`src/hdl/dsa_pkg.sv`:
```
// constants, register map and types for the direct switch and aggregation block
//
// Functional notes
// - add only when downlink, type one, not closing
// - act only if direct flag and own ident
// - uplink key is packet switch, node, connection
// - downlink part is carried destination fields
// - close request on same conditions removes entry
// - removal matches the same key and fields
// - direct hit rewrites switch, node, connection, flag
// - directly switched frame leaves marked downlink
// - entry pairs origin, destination and aggregation flag
// - no aggregation toward incapable next switch
// - aggregate never exceeds robust burst capacity
// - own-ident promotion ack records its flag
// - foreign promotion ack inherits parent switch capability
// - uplink aggregation only if registration allowed it
// - last level aggregates only when flag zero
// - deeper downlink uses stored switch capability
// - sources fill flag; block trusts it
// - switch when own ident or known switch
package dsa_pkg;

  // ==================================================================
  // field widths
  localparam int SID_W   = 8;
  localparam int LNID_W  = 14;
  localparam int LCID_W  = 9;
  localparam int CTYP_W  = 6;
  localparam int LEN_W   = 16;
  localparam int ADDR_W  = 4;
  localparam int SID_NUM = 256;

  // ==================================================================
  // packet field values
  localparam logic            DIR_DOWN      = 1'b1;
  localparam logic            DIR_UP        = 1'b0;
  localparam logic [CTYP_W-1:0] CTYP_DIRECT = 6'h01;
  localparam logic            CLOSE_YES     = 1'b1;
  localparam logic            CLOSE_NO      = 1'b0;

  // ==================================================================
  // register map (byte offsets, one word each)
  localparam logic [ADDR_W-1:0] OFS_CTRL       = 4'h0;
  localparam logic [ADDR_W-1:0] OFS_STATUS     = 4'h4;
  localparam logic [ADDR_W-1:0] OFS_AGG_LIMIT  = 4'h8;
  localparam logic [ADDR_W-1:0] OFS_DIRECT_CNT = 4'hC;

  // control fields
  localparam int CTRL_EN_BIT  = 0;
  localparam int CTRL_SID_LSB = 8;

  // status fields
  localparam int STAT_UPCAP_BIT = 0;
  localparam int STAT_FULL_BIT  = 1;
  localparam int STAT_CNT_LSB   = 8;

  // reset values
  localparam logic [31:0]      CTRL_RST      = 32'h0000_0000;
  localparam logic [LEN_W-1:0] AGG_LIMIT_RST = 16'h0040;
  localparam logic [31:0]      READ_ZERO     = 32'h0000_0000;

  // bus answer state
  typedef enum logic {DSA_BUS_IDLE, DSA_BUS_ANSWER} dsa_bus_st_t;

endpackage

```
`src/hdl/dsa_regs.sv`:
```
// avalon-mm register slave for the direct switch block
module dsa_regs (
  input  wire logic                             clock,
  input  wire logic                             rstn,
  input  wire logic [dsa_pkg::ADDR_W-1:0]       avs_address,
  input  wire logic                             avs_read,
  input  wire logic                             avs_write,
  input  wire logic [31:0]                      avs_writedata,
  input  wire logic [3:0]                       avs_byteenable,
  output logic      [31:0]                      avs_readdata,
  output logic                                  avs_waitrequest,
  output logic                                  enable,
  output logic      [dsa_pkg::SID_W-1:0]        own_sid,
  output logic      [dsa_pkg::LEN_W-1:0]        agg_limit,
  input  wire logic                             up_cap,
  input  wire logic                             table_full,
  input  wire logic [7:0]                       table_count,
  input  wire logic [31:0]                      direct_count
);

  logic [31:0]               ctrl_ff,  nxt_ctrl;
  logic [dsa_pkg::LEN_W-1:0] limit_ff, nxt_limit;
  logic [31:0]               rdata_ff, nxt_rdata;
  dsa_pkg::dsa_bus_st_t      st_ff,    nxt_st;
  logic                      req;

  // merge written bytes under the byte enables
  function automatic logic [31:0] merge(input logic [31:0] old, input logic [31:0] wd,
                                        input logic [3:0] be);
    logic [31:0] r;
    r = old;
    for (int i = 0; i < 4; i++)
      if (be[i])
        r[i*8 +: 8] = wd[i*8 +: 8];
    return r;
  endfunction

  assign req = avs_read | avs_write;

  // ==================================================================
  // one wait cycle, then the answer; effects happen on the answer edge
  always_comb
  begin
    nxt_ctrl  = ctrl_ff;
    nxt_limit = limit_ff;
    nxt_rdata = rdata_ff;
    nxt_st    = st_ff;
    unique case (st_ff)
      dsa_pkg::DSA_BUS_IDLE:
      begin
        if (req)
        begin
          nxt_st    = dsa_pkg::DSA_BUS_ANSWER;
          nxt_rdata = dsa_pkg::READ_ZERO;           // unmapped reads as zero
          unique case (avs_address)
            dsa_pkg::OFS_CTRL:       nxt_rdata = ctrl_ff;
            dsa_pkg::OFS_STATUS:
            begin
              nxt_rdata[dsa_pkg::STAT_UPCAP_BIT] = up_cap;
              nxt_rdata[dsa_pkg::STAT_FULL_BIT]  = table_full;
              nxt_rdata[dsa_pkg::STAT_CNT_LSB +: 8] = table_count;
            end
            dsa_pkg::OFS_AGG_LIMIT:  nxt_rdata[dsa_pkg::LEN_W-1:0] = limit_ff;
            dsa_pkg::OFS_DIRECT_CNT: nxt_rdata = direct_count;
            default:                 nxt_rdata = dsa_pkg::READ_ZERO;
          endcase
        end
      end
      dsa_pkg::DSA_BUS_ANSWER:
      begin
        nxt_st = dsa_pkg::DSA_BUS_IDLE;
        if (avs_write && avs_address == dsa_pkg::OFS_CTRL)
          nxt_ctrl = merge(ctrl_ff, avs_writedata, avs_byteenable);
        if (avs_write && avs_address == dsa_pkg::OFS_AGG_LIMIT)
          nxt_limit = dsa_pkg::LEN_W'(merge({16'h0000, limit_ff}, avs_writedata,
                                            avs_byteenable));
      end
    endcase
  end

  // ==================================================================
  always_ff @(posedge clock)
  begin
    if (!rstn)
    begin
      ctrl_ff  <= dsa_pkg::CTRL_RST;
      limit_ff <= dsa_pkg::AGG_LIMIT_RST;
      rdata_ff <= dsa_pkg::READ_ZERO;
      st_ff    <= dsa_pkg::DSA_BUS_IDLE;
    end
    else
    begin
      ctrl_ff  <= nxt_ctrl;
      limit_ff <= nxt_limit;
      rdata_ff <= nxt_rdata;
      st_ff    <= nxt_st;
    end
  end

  assign avs_waitrequest = req & (st_ff == dsa_pkg::DSA_BUS_IDLE);
  assign avs_readdata    = rdata_ff;
  assign enable          = ctrl_ff[dsa_pkg::CTRL_EN_BIT];
  assign own_sid         = ctrl_ff[dsa_pkg::CTRL_SID_LSB +: dsa_pkg::SID_W];
  assign agg_limit       = limit_ff;

endmodule

```
`src/hdl/dsa_dtab.sv`:
```
// direct switching table: origin key paired with destination fields
module dsa_dtab #(
  parameter int ENTRIES = 8
) (
  input  wire logic                        clock,
  input  wire logic                        rstn,
  input  wire logic                        add,
  input  wire logic                        remove,
  input  wire logic [dsa_pkg::SID_W-1:0]   key_sid,
  input  wire logic [dsa_pkg::LNID_W-1:0]  key_lnid,
  input  wire logic [dsa_pkg::LCID_W-1:0]  key_lcid,
  input  wire logic [dsa_pkg::SID_W-1:0]   dst_sid,
  input  wire logic [dsa_pkg::LNID_W-1:0]  dst_lnid,
  input  wire logic [dsa_pkg::LCID_W-1:0]  dst_lcid,
  input  wire logic                        dst_nad,
  input  wire logic [dsa_pkg::SID_W-1:0]   lk_sid,
  input  wire logic [dsa_pkg::LNID_W-1:0]  lk_lnid,
  input  wire logic [dsa_pkg::LCID_W-1:0]  lk_lcid,
  output logic                             lk_hit,
  output logic      [dsa_pkg::SID_W-1:0]   lk_dsid,
  output logic      [dsa_pkg::LNID_W-1:0]  lk_dlnid,
  output logic      [dsa_pkg::LCID_W-1:0]  lk_dlcid,
  output logic                             lk_dnad,
  output logic                             full,
  output logic      [7:0]                  count
);

  localparam int KW = dsa_pkg::SID_W + dsa_pkg::LNID_W + dsa_pkg::LCID_W;
  localparam int DW = KW + 1;

  // each entry: origin key and destination part with its no-aggregation flag
  logic [ENTRIES-1:0] vld_ff, nxt_vld;
  logic [KW-1:0]      key_ff [ENTRIES], nxt_key [ENTRIES];
  logic [DW-1:0]      dst_ff [ENTRIES], nxt_dst [ENTRIES];
  logic [KW-1:0]      in_key, lk_key;
  logic [DW-1:0]      in_dst;

  assign in_key = {key_sid, key_lnid, key_lcid};
  assign in_dst = {dst_sid, dst_lnid, dst_lcid, dst_nad};
  assign lk_key = {lk_sid, lk_lnid, lk_lcid};

  // ==================================================================
  // lookup over all valid entries on the full three-field key
  always_comb
  begin
    lk_hit = 1'b0;
    {lk_dsid, lk_dlnid, lk_dlcid, lk_dnad} = '0;
    for (int i = 0; i < ENTRIES; i++)
      if (vld_ff[i] && key_ff[i] == lk_key && !lk_hit)
      begin
        lk_hit = 1'b1;
        {lk_dsid, lk_dlnid, lk_dlcid, lk_dnad} = dst_ff[i];
      end
  end

  // ==================================================================
  // add fills the first free slot unless already present; a full table drops it
  always_comb
  begin
    logic done;
    logic dup;
    done    = 1'b0;
    dup     = 1'b0;
    nxt_vld = vld_ff;
    nxt_key = key_ff;
    nxt_dst = dst_ff;
    for (int i = 0; i < ENTRIES; i++)
      if (vld_ff[i] && key_ff[i] == in_key && dst_ff[i] == in_dst)
      begin
        dup = 1'b1;
        if (remove)
          nxt_vld[i] = 1'b0;
      end
    if (add && !dup)
      for (int i = 0; i < ENTRIES; i++)
        if (!vld_ff[i] && !done)
        begin
          done       = 1'b1;
          nxt_vld[i] = 1'b1;
          nxt_key[i] = in_key;
          nxt_dst[i] = in_dst;
        end
  end

  always_ff @(posedge clock)
  begin
    if (!rstn)
      vld_ff <= '0;
    else
      vld_ff <= nxt_vld;
    key_ff <= nxt_key;
    dst_ff <= nxt_dst;
  end

  // ==================================================================
  always_comb
  begin
    count = 8'h00;
    for (int i = 0; i < ENTRIES; i++)
      count = count + 8'(vld_ff[i]);
  end

  assign full = &vld_ff;

endmodule

```
`src/hdl/dsa_top.sv`:
```
// direct switching and aggregation decision stage of a switch node mac
module dsa_top #(
  parameter int ENTRIES = 8
) (
  input  wire logic                        clock,
  input  wire logic                        rstn,
  // register bus
  input  wire logic [dsa_pkg::ADDR_W-1:0]  avs_address,
  input  wire logic                        avs_read,
  input  wire logic                        avs_write,
  input  wire logic [31:0]                 avs_writedata,
  input  wire logic [3:0]                  avs_byteenable,
  output logic      [31:0]                 avs_readdata,
  output logic                             avs_waitrequest,
  // parsed incoming packet headers
  input  wire logic                        in_valid,
  output logic                             in_ready,
  input  wire logic                        downlink_direction_flag,
  input  wire logic [dsa_pkg::SID_W-1:0]   packet_switch_ident,
  input  wire logic [dsa_pkg::LNID_W-1:0]  packet_local_node_ident,
  input  wire logic [dsa_pkg::LCID_W-1:0]  packet_connection_ident,
  input  wire logic                        packet_no_aggregation_flag,
  input  wire logic [dsa_pkg::LEN_W-1:0]   packet_length,
  input  wire logic [dsa_pkg::LEN_W-1:0]   aggregate_length,
  input  wire logic                        is_connection_control,
  input  wire logic [dsa_pkg::CTYP_W-1:0]  connection_type_field,
  input  wire logic                        connection_close_indicator,
  input  wire logic                        direct_info_flag,
  input  wire logic [dsa_pkg::SID_W-1:0]   direct_switch_ident,
  input  wire logic [dsa_pkg::LCID_W-1:0]  carried_connection_ident,
  input  wire logic [dsa_pkg::SID_W-1:0]   dest_switch_ident,
  input  wire logic [dsa_pkg::LNID_W-1:0]  dest_local_node_ident,
  input  wire logic [dsa_pkg::LCID_W-1:0]  dest_connection_ident,
  input  wire logic                        dest_no_aggregation_flag,
  input  wire logic                        is_promotion_acknowledge,
  input  wire logic [dsa_pkg::SID_W-1:0]   promoted_switch_ident,
  input  wire logic                        is_registration_response,
  input  wire logic                        aggregation_capability_bit,
  // forwarded packet headers
  output logic                             out_valid,
  input  wire logic                        out_ready,
  output logic                             out_downlink_flag,
  output logic      [dsa_pkg::SID_W-1:0]   out_switch_ident,
  output logic      [dsa_pkg::LNID_W-1:0]  out_local_node_ident,
  output logic      [dsa_pkg::LCID_W-1:0]  out_connection_ident,
  output logic                             out_no_aggregation_flag,
  output logic                             out_direct,
  output logic                             out_may_aggregate
);

  logic                       enable;
  logic [dsa_pkg::SID_W-1:0]  own_sid;
  logic [dsa_pkg::LEN_W-1:0]  agg_limit;
  logic                       take;
  logic                       qualifies;
  logic                       direct_ok;
  logic                       do_add;
  logic                       do_remove;
  logic                       lk_hit;
  logic [dsa_pkg::SID_W-1:0]  lk_dsid;
  logic [dsa_pkg::LNID_W-1:0] lk_dlnid;
  logic [dsa_pkg::LCID_W-1:0] lk_dlcid;
  logic                       lk_dnad;
  logic                       tab_full;
  logic [7:0]                 tab_count;
  logic                       size_ok;

  // switching table capability per switch ident, uplink capability and direct hit count
  logic [dsa_pkg::SID_NUM-1:0] known_ff, nxt_known;
  logic [dsa_pkg::SID_NUM-1:0] capok_ff, nxt_capok;
  logic                        upcap_ff, nxt_upcap;
  logic [31:0]                 dcnt_ff,  nxt_dcnt;

  // output stage
  logic                        ov_ff,   nxt_ov;
  logic                        odl_ff,  nxt_odl;
  logic [dsa_pkg::SID_W-1:0]   osid_ff, nxt_osid;
  logic [dsa_pkg::LNID_W-1:0]  olnid_ff, nxt_olnid;
  logic [dsa_pkg::LCID_W-1:0]  olcid_ff, nxt_olcid;
  logic                        onad_ff, nxt_onad;
  logic                        odir_ff, nxt_odir;
  logic                        oagg_ff, nxt_oagg;

  // ==================================================================
  // register slave
  dsa_regs u_regs (
    .clock           (clock),
    .rstn            (rstn),
    .avs_address     (avs_address),
    .avs_read        (avs_read),
    .avs_write       (avs_write),
    .avs_writedata   (avs_writedata),
    .avs_byteenable  (avs_byteenable),
    .avs_readdata    (avs_readdata),
    .avs_waitrequest (avs_waitrequest),
    .enable          (enable),
    .own_sid         (own_sid),
    .agg_limit       (agg_limit),
    .up_cap          (upcap_ff),
    .table_full      (tab_full),
    .table_count     (tab_count),
    .direct_count    (dcnt_ff)
  );

  // ==================================================================
  // direct switching table
  dsa_dtab #(.ENTRIES(ENTRIES)) u_dtab (
    .clock    (clock),
    .rstn     (rstn),
    .add      (do_add),
    .remove   (do_remove),
    .key_sid  (packet_switch_ident),
    .key_lnid (packet_local_node_ident),
    .key_lcid (carried_connection_ident),
    .dst_sid  (dest_switch_ident),
    .dst_lnid (dest_local_node_ident),
    .dst_lcid (dest_connection_ident),
    .dst_nad  (dest_no_aggregation_flag),
    .lk_sid   (packet_switch_ident),
    .lk_lnid  (packet_local_node_ident),
    .lk_lcid  (packet_connection_ident),
    .lk_hit   (lk_hit),
    .lk_dsid  (lk_dsid),
    .lk_dlnid (lk_dlnid),
    .lk_dlcid (lk_dlcid),
    .lk_dnad  (lk_dnad),
    .full     (tab_full),
    .count    (tab_count)
  );

  // downlink aggregation permission toward a switch ident with its flag
  function automatic logic down_agg(input logic [dsa_pkg::SID_W-1:0] sid,
                                    input logic [dsa_pkg::SID_W-1:0] own,
                                    input logic nad,
                                    input logic [dsa_pkg::SID_NUM-1:0] known,
                                    input logic [dsa_pkg::SID_NUM-1:0] capok);
    if (sid == own)
      return !nad;
    return known[sid] & capok[sid];
  endfunction

  // ==================================================================
  // accept and classify; the stage holds one header and stalls on out_ready
  assign in_ready  = !ov_ff || out_ready;
  assign take      = in_valid && in_ready && enable;
  assign qualifies = packet_switch_ident == own_sid
                     || known_ff[packet_switch_ident];
  assign direct_ok = is_connection_control
                     && downlink_direction_flag == dsa_pkg::DIR_DOWN
                     && connection_type_field == dsa_pkg::CTYP_DIRECT
                     && direct_info_flag
                     && direct_switch_ident == own_sid;
  assign do_add    = take && direct_ok
                     && connection_close_indicator == dsa_pkg::CLOSE_NO;
  assign do_remove = take && direct_ok
                     && connection_close_indicator == dsa_pkg::CLOSE_YES;
  // sum kept one bit wider so a wrap cannot sneak past the limit
  assign size_ok   = ({1'b0, aggregate_length} + {1'b0, packet_length})
                     <= {1'b0, agg_limit};

  // ==================================================================
  // capability learning from promotion acks and registration responses; direct hit count
  always_comb
  begin
    nxt_known = known_ff;
    nxt_capok = capok_ff;
    nxt_upcap = upcap_ff;
    nxt_dcnt  = dcnt_ff;
    if (take && is_promotion_acknowledge)
    begin
      nxt_known[promoted_switch_ident] = 1'b1;
      if (packet_switch_ident == own_sid)
        nxt_capok[promoted_switch_ident] = !packet_no_aggregation_flag;
      else
        nxt_capok[promoted_switch_ident] = capok_ff[packet_switch_ident]
                                           & known_ff[packet_switch_ident];
    end
    if (take && is_registration_response)
      nxt_upcap = aggregation_capability_bit;
    if (take && downlink_direction_flag == dsa_pkg::DIR_UP && qualifies && lk_hit)
      nxt_dcnt = dcnt_ff + 32'h0000_0001;
  end

  // ==================================================================
  // forward decision; packets that do not qualify are silently dropped
  always_comb
  begin
    nxt_ov    = ov_ff && !out_ready;
    nxt_odl   = odl_ff;
    nxt_osid  = osid_ff;
    nxt_olnid = olnid_ff;
    nxt_olcid = olcid_ff;
    nxt_onad  = onad_ff;
    nxt_odir  = odir_ff;
    nxt_oagg  = oagg_ff;
    if (take && qualifies)
    begin
      nxt_ov    = 1'b1;
      nxt_odl   = downlink_direction_flag;
      nxt_osid  = packet_switch_ident;
      nxt_olnid = packet_local_node_ident;
      nxt_olcid = packet_connection_ident;
      nxt_onad  = packet_no_aggregation_flag;
      nxt_odir  = 1'b0;
      if (downlink_direction_flag == dsa_pkg::DIR_UP && lk_hit)
      begin
        // local turn-around: the frame never reaches the base node
        nxt_odl   = dsa_pkg::DIR_DOWN;
        nxt_osid  = lk_dsid;
        nxt_olnid = lk_dlnid;
        nxt_olcid = lk_dlcid;
        nxt_onad  = lk_dnad;
        nxt_odir  = 1'b1;
        nxt_oagg  = size_ok && down_agg(lk_dsid, own_sid, lk_dnad, known_ff, capok_ff);
      end
      else if (downlink_direction_flag == dsa_pkg::DIR_UP)
        nxt_oagg  = size_ok && upcap_ff;
      else
        nxt_oagg  = size_ok && down_agg(packet_switch_ident, own_sid,
                                        packet_no_aggregation_flag, known_ff, capok_ff);
    end
  end

  // ==================================================================
  always_ff @(posedge clock)
  begin
    if (!rstn)
    begin
      known_ff <= '0;
      capok_ff <= '0;
      upcap_ff <= 1'b0;
      dcnt_ff  <= 32'h0000_0000;
      ov_ff    <= 1'b0;
      odl_ff   <= dsa_pkg::DIR_UP;
      osid_ff  <= '0;
      olnid_ff <= '0;
      olcid_ff <= '0;
      onad_ff  <= 1'b0;
      odir_ff  <= 1'b0;
      oagg_ff  <= 1'b0;
    end
    else
    begin
      known_ff <= nxt_known;
      capok_ff <= nxt_capok;
      upcap_ff <= nxt_upcap;
      dcnt_ff  <= nxt_dcnt;
      ov_ff    <= nxt_ov;
      odl_ff   <= nxt_odl;
      osid_ff  <= nxt_osid;
      olnid_ff <= nxt_olnid;
      olcid_ff <= nxt_olcid;
      onad_ff  <= nxt_onad;
      odir_ff  <= nxt_odir;
      oagg_ff  <= nxt_oagg;
    end
  end

  assign out_valid               = ov_ff;
  assign out_downlink_flag       = odl_ff;
  assign out_switch_ident        = osid_ff;
  assign out_local_node_ident    = olnid_ff;
  assign out_connection_ident    = olcid_ff;
  assign out_no_aggregation_flag = onad_ff;
  assign out_direct              = odir_ff;
  assign out_may_aggregate       = oagg_ff;

endmodule

```
`config.mk`:
```
export PLATFORM = sky130hd
export DESIGN_NAME = dsa_top
export DESIGN_NICKNAME = d
export VERILOG_FILES = /design/src/hdl/dsa_pkg.sv /design/src/hdl/dsa_regs.sv /design/src/hdl/dsa_dtab.sv /design/src/hdl/dsa_top.sv
export SDC_FILE = /design/constraint.sdc
export NUM_CORES = 2
export LEC_CHECK = 0
export BUFFER_PORTS_ARGS = -buffer_cell sky130_fd_sc_hd__buf_2
export CAP_MARGIN = 10
export CORE_ASPECT_RATIO = 0.8
export CORE_MARGIN = 5
export CORE_UTILIZATION = 65
export CTS_CLUSTER_DIAMETER = 150
export DETAILED_ROUTE_END_ITERATION = 8
export PLACE_DENSITY_LB_ADDON = 0.2
export SLEW_MARGIN = 40
export SYNTH_ARGS = -nofsm -noshare
export SYNTH_HDL_FRONTEND = slang
export SYNTH_HIERARCHICAL = 1
export SYNTH_SLANG_ARGS = --single-unit
export TNS_END_PERCENT = 50
```
`constraint.sdc`:
```
create_clock -name clock -period 18.24 [get_ports clock]
set_clock_uncertainty 0.15 [all_clocks]
set_input_delay 1.824 -clock clock [delete_from_list [all_inputs] [get_ports clock]]
set_output_delay 1.824 -clock clock [all_outputs]
set_load 0.005 [all_outputs]
```
==> results.json <==
{
  "r2r_slack_ns": 10.88,
  "area_growth_pct": 9.161,
  "coreArea_sq_um": 93460,
  "final_cells": 7462,
  "track_usage_pct": 45.10,
  "switching_share_pct": 24.68,
  "dr.pass1.iters": 9,
  "num_vias": 52680,
  "cts_inserted_buffers": 114,
  "status": "completed",
  "cts_root_buf": "clkbuf_16",
  "ant_nets": 0,
  "mostFrequentLayoutCell": "nand2_1",
  "p_int_mw": 4.225,
  "final_nets": 6356,
  "hold_viol": 0,
  "wl_per_cell_um": 31.77,
  "worstPathArrival_ns": 8.74,
  "clock_latency_ns": 0.71,
  "fin_setup_tns_ns": 0,
  "cts.clk_slew.worst_paths_ns": 0.07,
  "yosysTopAreaCell": "edfxtp_1",
  "holdCritPathClass": "reg -> reg",
  "worstSetupStartpointType": "input port",
  "rsz0062_at_grt": "no",
  "place.gp.congestion": 1.076,
  "synth_area_leaders": "edfxtp_1 (25%), dfxtp_1 (22%), xnor2_1 (5.4%)",
  "cts.path.max_buffers": 3,
  "cpMostUsedCell": "buf_4",
  "vias_per_cell": 7.060,
  "place.detailed.hpwl_mm": 162.0,
  "ioPinCount": 250,
  "netlist_area_sq_um": 61460,
  "max_slew_margin_pct": 26.02,
  "ys_seq_area_share_pct": 46.45,
  "cts-htree-levels": 3,
  "totalWireLength_mm": 237.1,
  "path_cells": "buf_2, buf_4, xor2_1, nor4_1, nand4_1, nor2_2, buf_4, nand3_1, nand2_1, mux2i_1, o2111ai_4, buf_4, buf_6, nor2b_1, a32oi_1, a21oi_1, or3_1, a2111oi_0, a21oi_1, o311ai_0, a2111oi_0, a41o_1",
  "cts.repair.resized": 0,
  "cp_slowest_cell": "buf_4",
  "start_util_pct": 65.76,
  "synth_cell_types": 104,
  "die_w_um": 353.8,
  "critPathMaxFanout": 91,
  "dominantRegCellSynth": "dfxtp_1",
  "cp-endpoint": "out_may_aggregate",
  "slew_viol_final": 0,
  "antenna_found_initial": 16,
  "ir_worst_vdd_mv": 0.09780,
  "fill_cells": 6949,
  "cap_violations": 0,
  "critical_path.max_stage_delay_ns": 0.76,
  "grt_max_degree": 210,
  "seq_power_share_pct": 48.8,
  "r2r_cells": 20,
  "overflow": 0,
  "period_minus_slack_ns": 8.234,
  "num_rows": 100,
  "drt_iter0_drc": 9712,
  "end_kind": "flop",
  "pwr-share-comb_pct": 7.8,
  "worstSetupPathType": "in -> reg",
  "grt_pass1_wl_mm": 336.5,
  "reg2reg_from": "u_dtab/vld_ff[2]",
  "port-buffer-count": 249,
  "cts_tree": "yes",
  "clock-sinks": 1174,
  "p_switching_mw": 1.385,
  "worst_pin_slew_ns": 1.102,
  "leakage_nw": 22.85,
  "post_cts_buffers": 0,
  "dieArea_sq_um": 100800,
  "yosys_warnings": 6,
  "fmax_mhz": 121.4,
  "p_clk_share_pct": 43.5,
  "ys_ff_latch": 1174,
  "crit_start": "packet_switch_ident[7]",
  "ys_async_sr_fraction_pct": 0,
  "syn_area_per_cell_sq_um": 10.02,
  "drive_above_1_share_pct": 14.71,
  "final_cell_mix": "nand2_1 (694), dfxtp_1 (670), nand3_1 (507)",
  "r2r_end": "out_may_aggregate",
  "drc": 0,
  "yosysTopAreaCellShare_pct": 24.62,
  "ctsHoldBuffers": 0,
  "required_ns": 18.74,
  "pwr_density_cell_nw_per_um2": 83.62,
  "grt_pass1_vias": 47495,
  "dpl.cell_count": 7238,
  "dieHeight_um": 285.0,
  "setup_viol": 0,
  "synth_cells": 6132,
  "synth_edf_count": 504,
  "fin_crit_sh_pct": 45.14
}
==> state kept, by name, summed over array words and instances (netlist names), 8 cells and up <==
name                  flops
capok_ff                256
u_dtab/key_ff           248
u_regs/avs_readdata      32
out_switch_ident          8
out_local_node_ident     14
u_regs/agg_limit         16
u_dtab/vld_ff             8
dcnt_ff                  32
known_ff                256
out_connection_ident      9
u_regs/ctrl_ff           32
u_dtab/dst_ff           256
==> synth_stat cells, types with 21 or more instances <==
library cell   instances
o21ai_2              100
nand2_1              697
dfxtp_1              670
nor3b_1               23
clkbuf_1             223
and2_1                32
mux4_2               115
a21oi_1              310
mux4_1                21
o21ai_0              278
xor2_1               316
nor2b_1              294
nor4_1               122
buf_2                143
nand4_1              133
inv_1                137
a22oi_1               81
o2111ai_1             67
ha_1                  39
xnor2_1              381
nand3_1              507
edfxtp_1             504
mux2i_1              105
buf_4                 41
o211ai_1              46
o21ai_1               73
nor3_1                39
nand2b_1              77
and3_1                96
o22ai_1               49
dlygate4sd1_1         30
nor2_1                77
==> area by class of cell <==
class                   count  area [sq um]  share of cell area, %
multi-input cells        4320         30200                  45.02
well taps                1224          1531                  2.283
flip-flops and latches   1174         28550                  42.55
diodes                     12         30.03                0.04476
clock buffers             142          3110                  4.636
clock inverters            68         684.4                  1.020
inverters                 150         563.0                 0.8392
repair buffers            372          2421                  3.609
==> critical path: cells and delay by family <==
| family | cells | cell delay [ns] |
|---|---|---|
| buf+inv | 5 | 2.42 |
| simple gates | 7 | 2.23 |
| compound gates | 8 | 1.77 |
| xor+xnor | 1 | 0.18 |
| mux | 1 | 0.13 |
==> power by group through the flow <==
stage	Sequential (mW)	Combinational, mW	Clock, mW
2_1_floorplan	2.80	0.243	0
3_3_place_gp	2.79	0.398	0
3_5_place_dp	2.79	0.404	0
4_1_cts	2.74	0.406	2.43
5_1_grt	2.74	0.439	2.56
6_report	2.74	0.436	2.44
==> cells by family after synthesis <==
family,after synthesis,share of synthesized area [%]
other cells,1,0.006102
buf+inv,641,5.315
simple gates,2163,18.16
xor+xnor,697,9.933
fa+ha+maj,44,0.9568
compound gates,1157,12.11
mux,255,7.078
flops,1174,46.45
==> per-layer routing <==
layer / part of all wire, % / up-vias / track usage, %
met4: 3.6 / 22 / 12.92
met3: 19 / 646 / 26.62
met1: 38 / 25341 / 62.77
met2: 38 / 4562 / 58.41
met5: 0.41 / - / 5.381
li1: - / 22109 / -
==> metrics by stage <==
step / area [sq um] / total power, mW / hold WS, ns / util, % / setup slack (ns)
final: 67090 / 5.610 / 0.3050 / 71.78 / 10.01
after global routing: 67070 / 5.731 / 0.3216 / 71.76 / 9.912
after CTS: 66890 / 5.578 / 0.3037 / 71.57 / 10.24
after detailed placement: 63090 / 3.199 / 0.2914 / 67.51 / 9.506
after global placement: 62820 / 3.193 / 0.2903 / 67.21 / 9.706
after floorplan: 61470 / 3.038 / 0.2799 / - / 7.861
==> worst min-delay path by stage <==
stage | to | depth (start not counted) | slack (ns) | start
3_5_place_dp | u_regs/ctrl_ff[16] | 2 | 0.29 | u_regs/ctrl_ff[16]
2_1_floorplan | u_regs/ctrl_ff[16] | 2 | 0.28 | u_regs/ctrl_ff[16]
6_report | u_regs/avs_readdata[22] | 2 | 0.30 | u_regs/avs_readdata[22]
5_1_grt | u_regs/avs_readdata[17] | 2 | 0.32 | u_regs/avs_readdata[17]
3_3_place_gp | u_regs/ctrl_ff[30] | 2 | 0.29 | u_regs/ctrl_ff[30]
4_1_cts | u_regs/avs_readdata[22] | 2 | 0.30 | u_regs/avs_readdata[22]
Power figures use the tool's default switching activity.
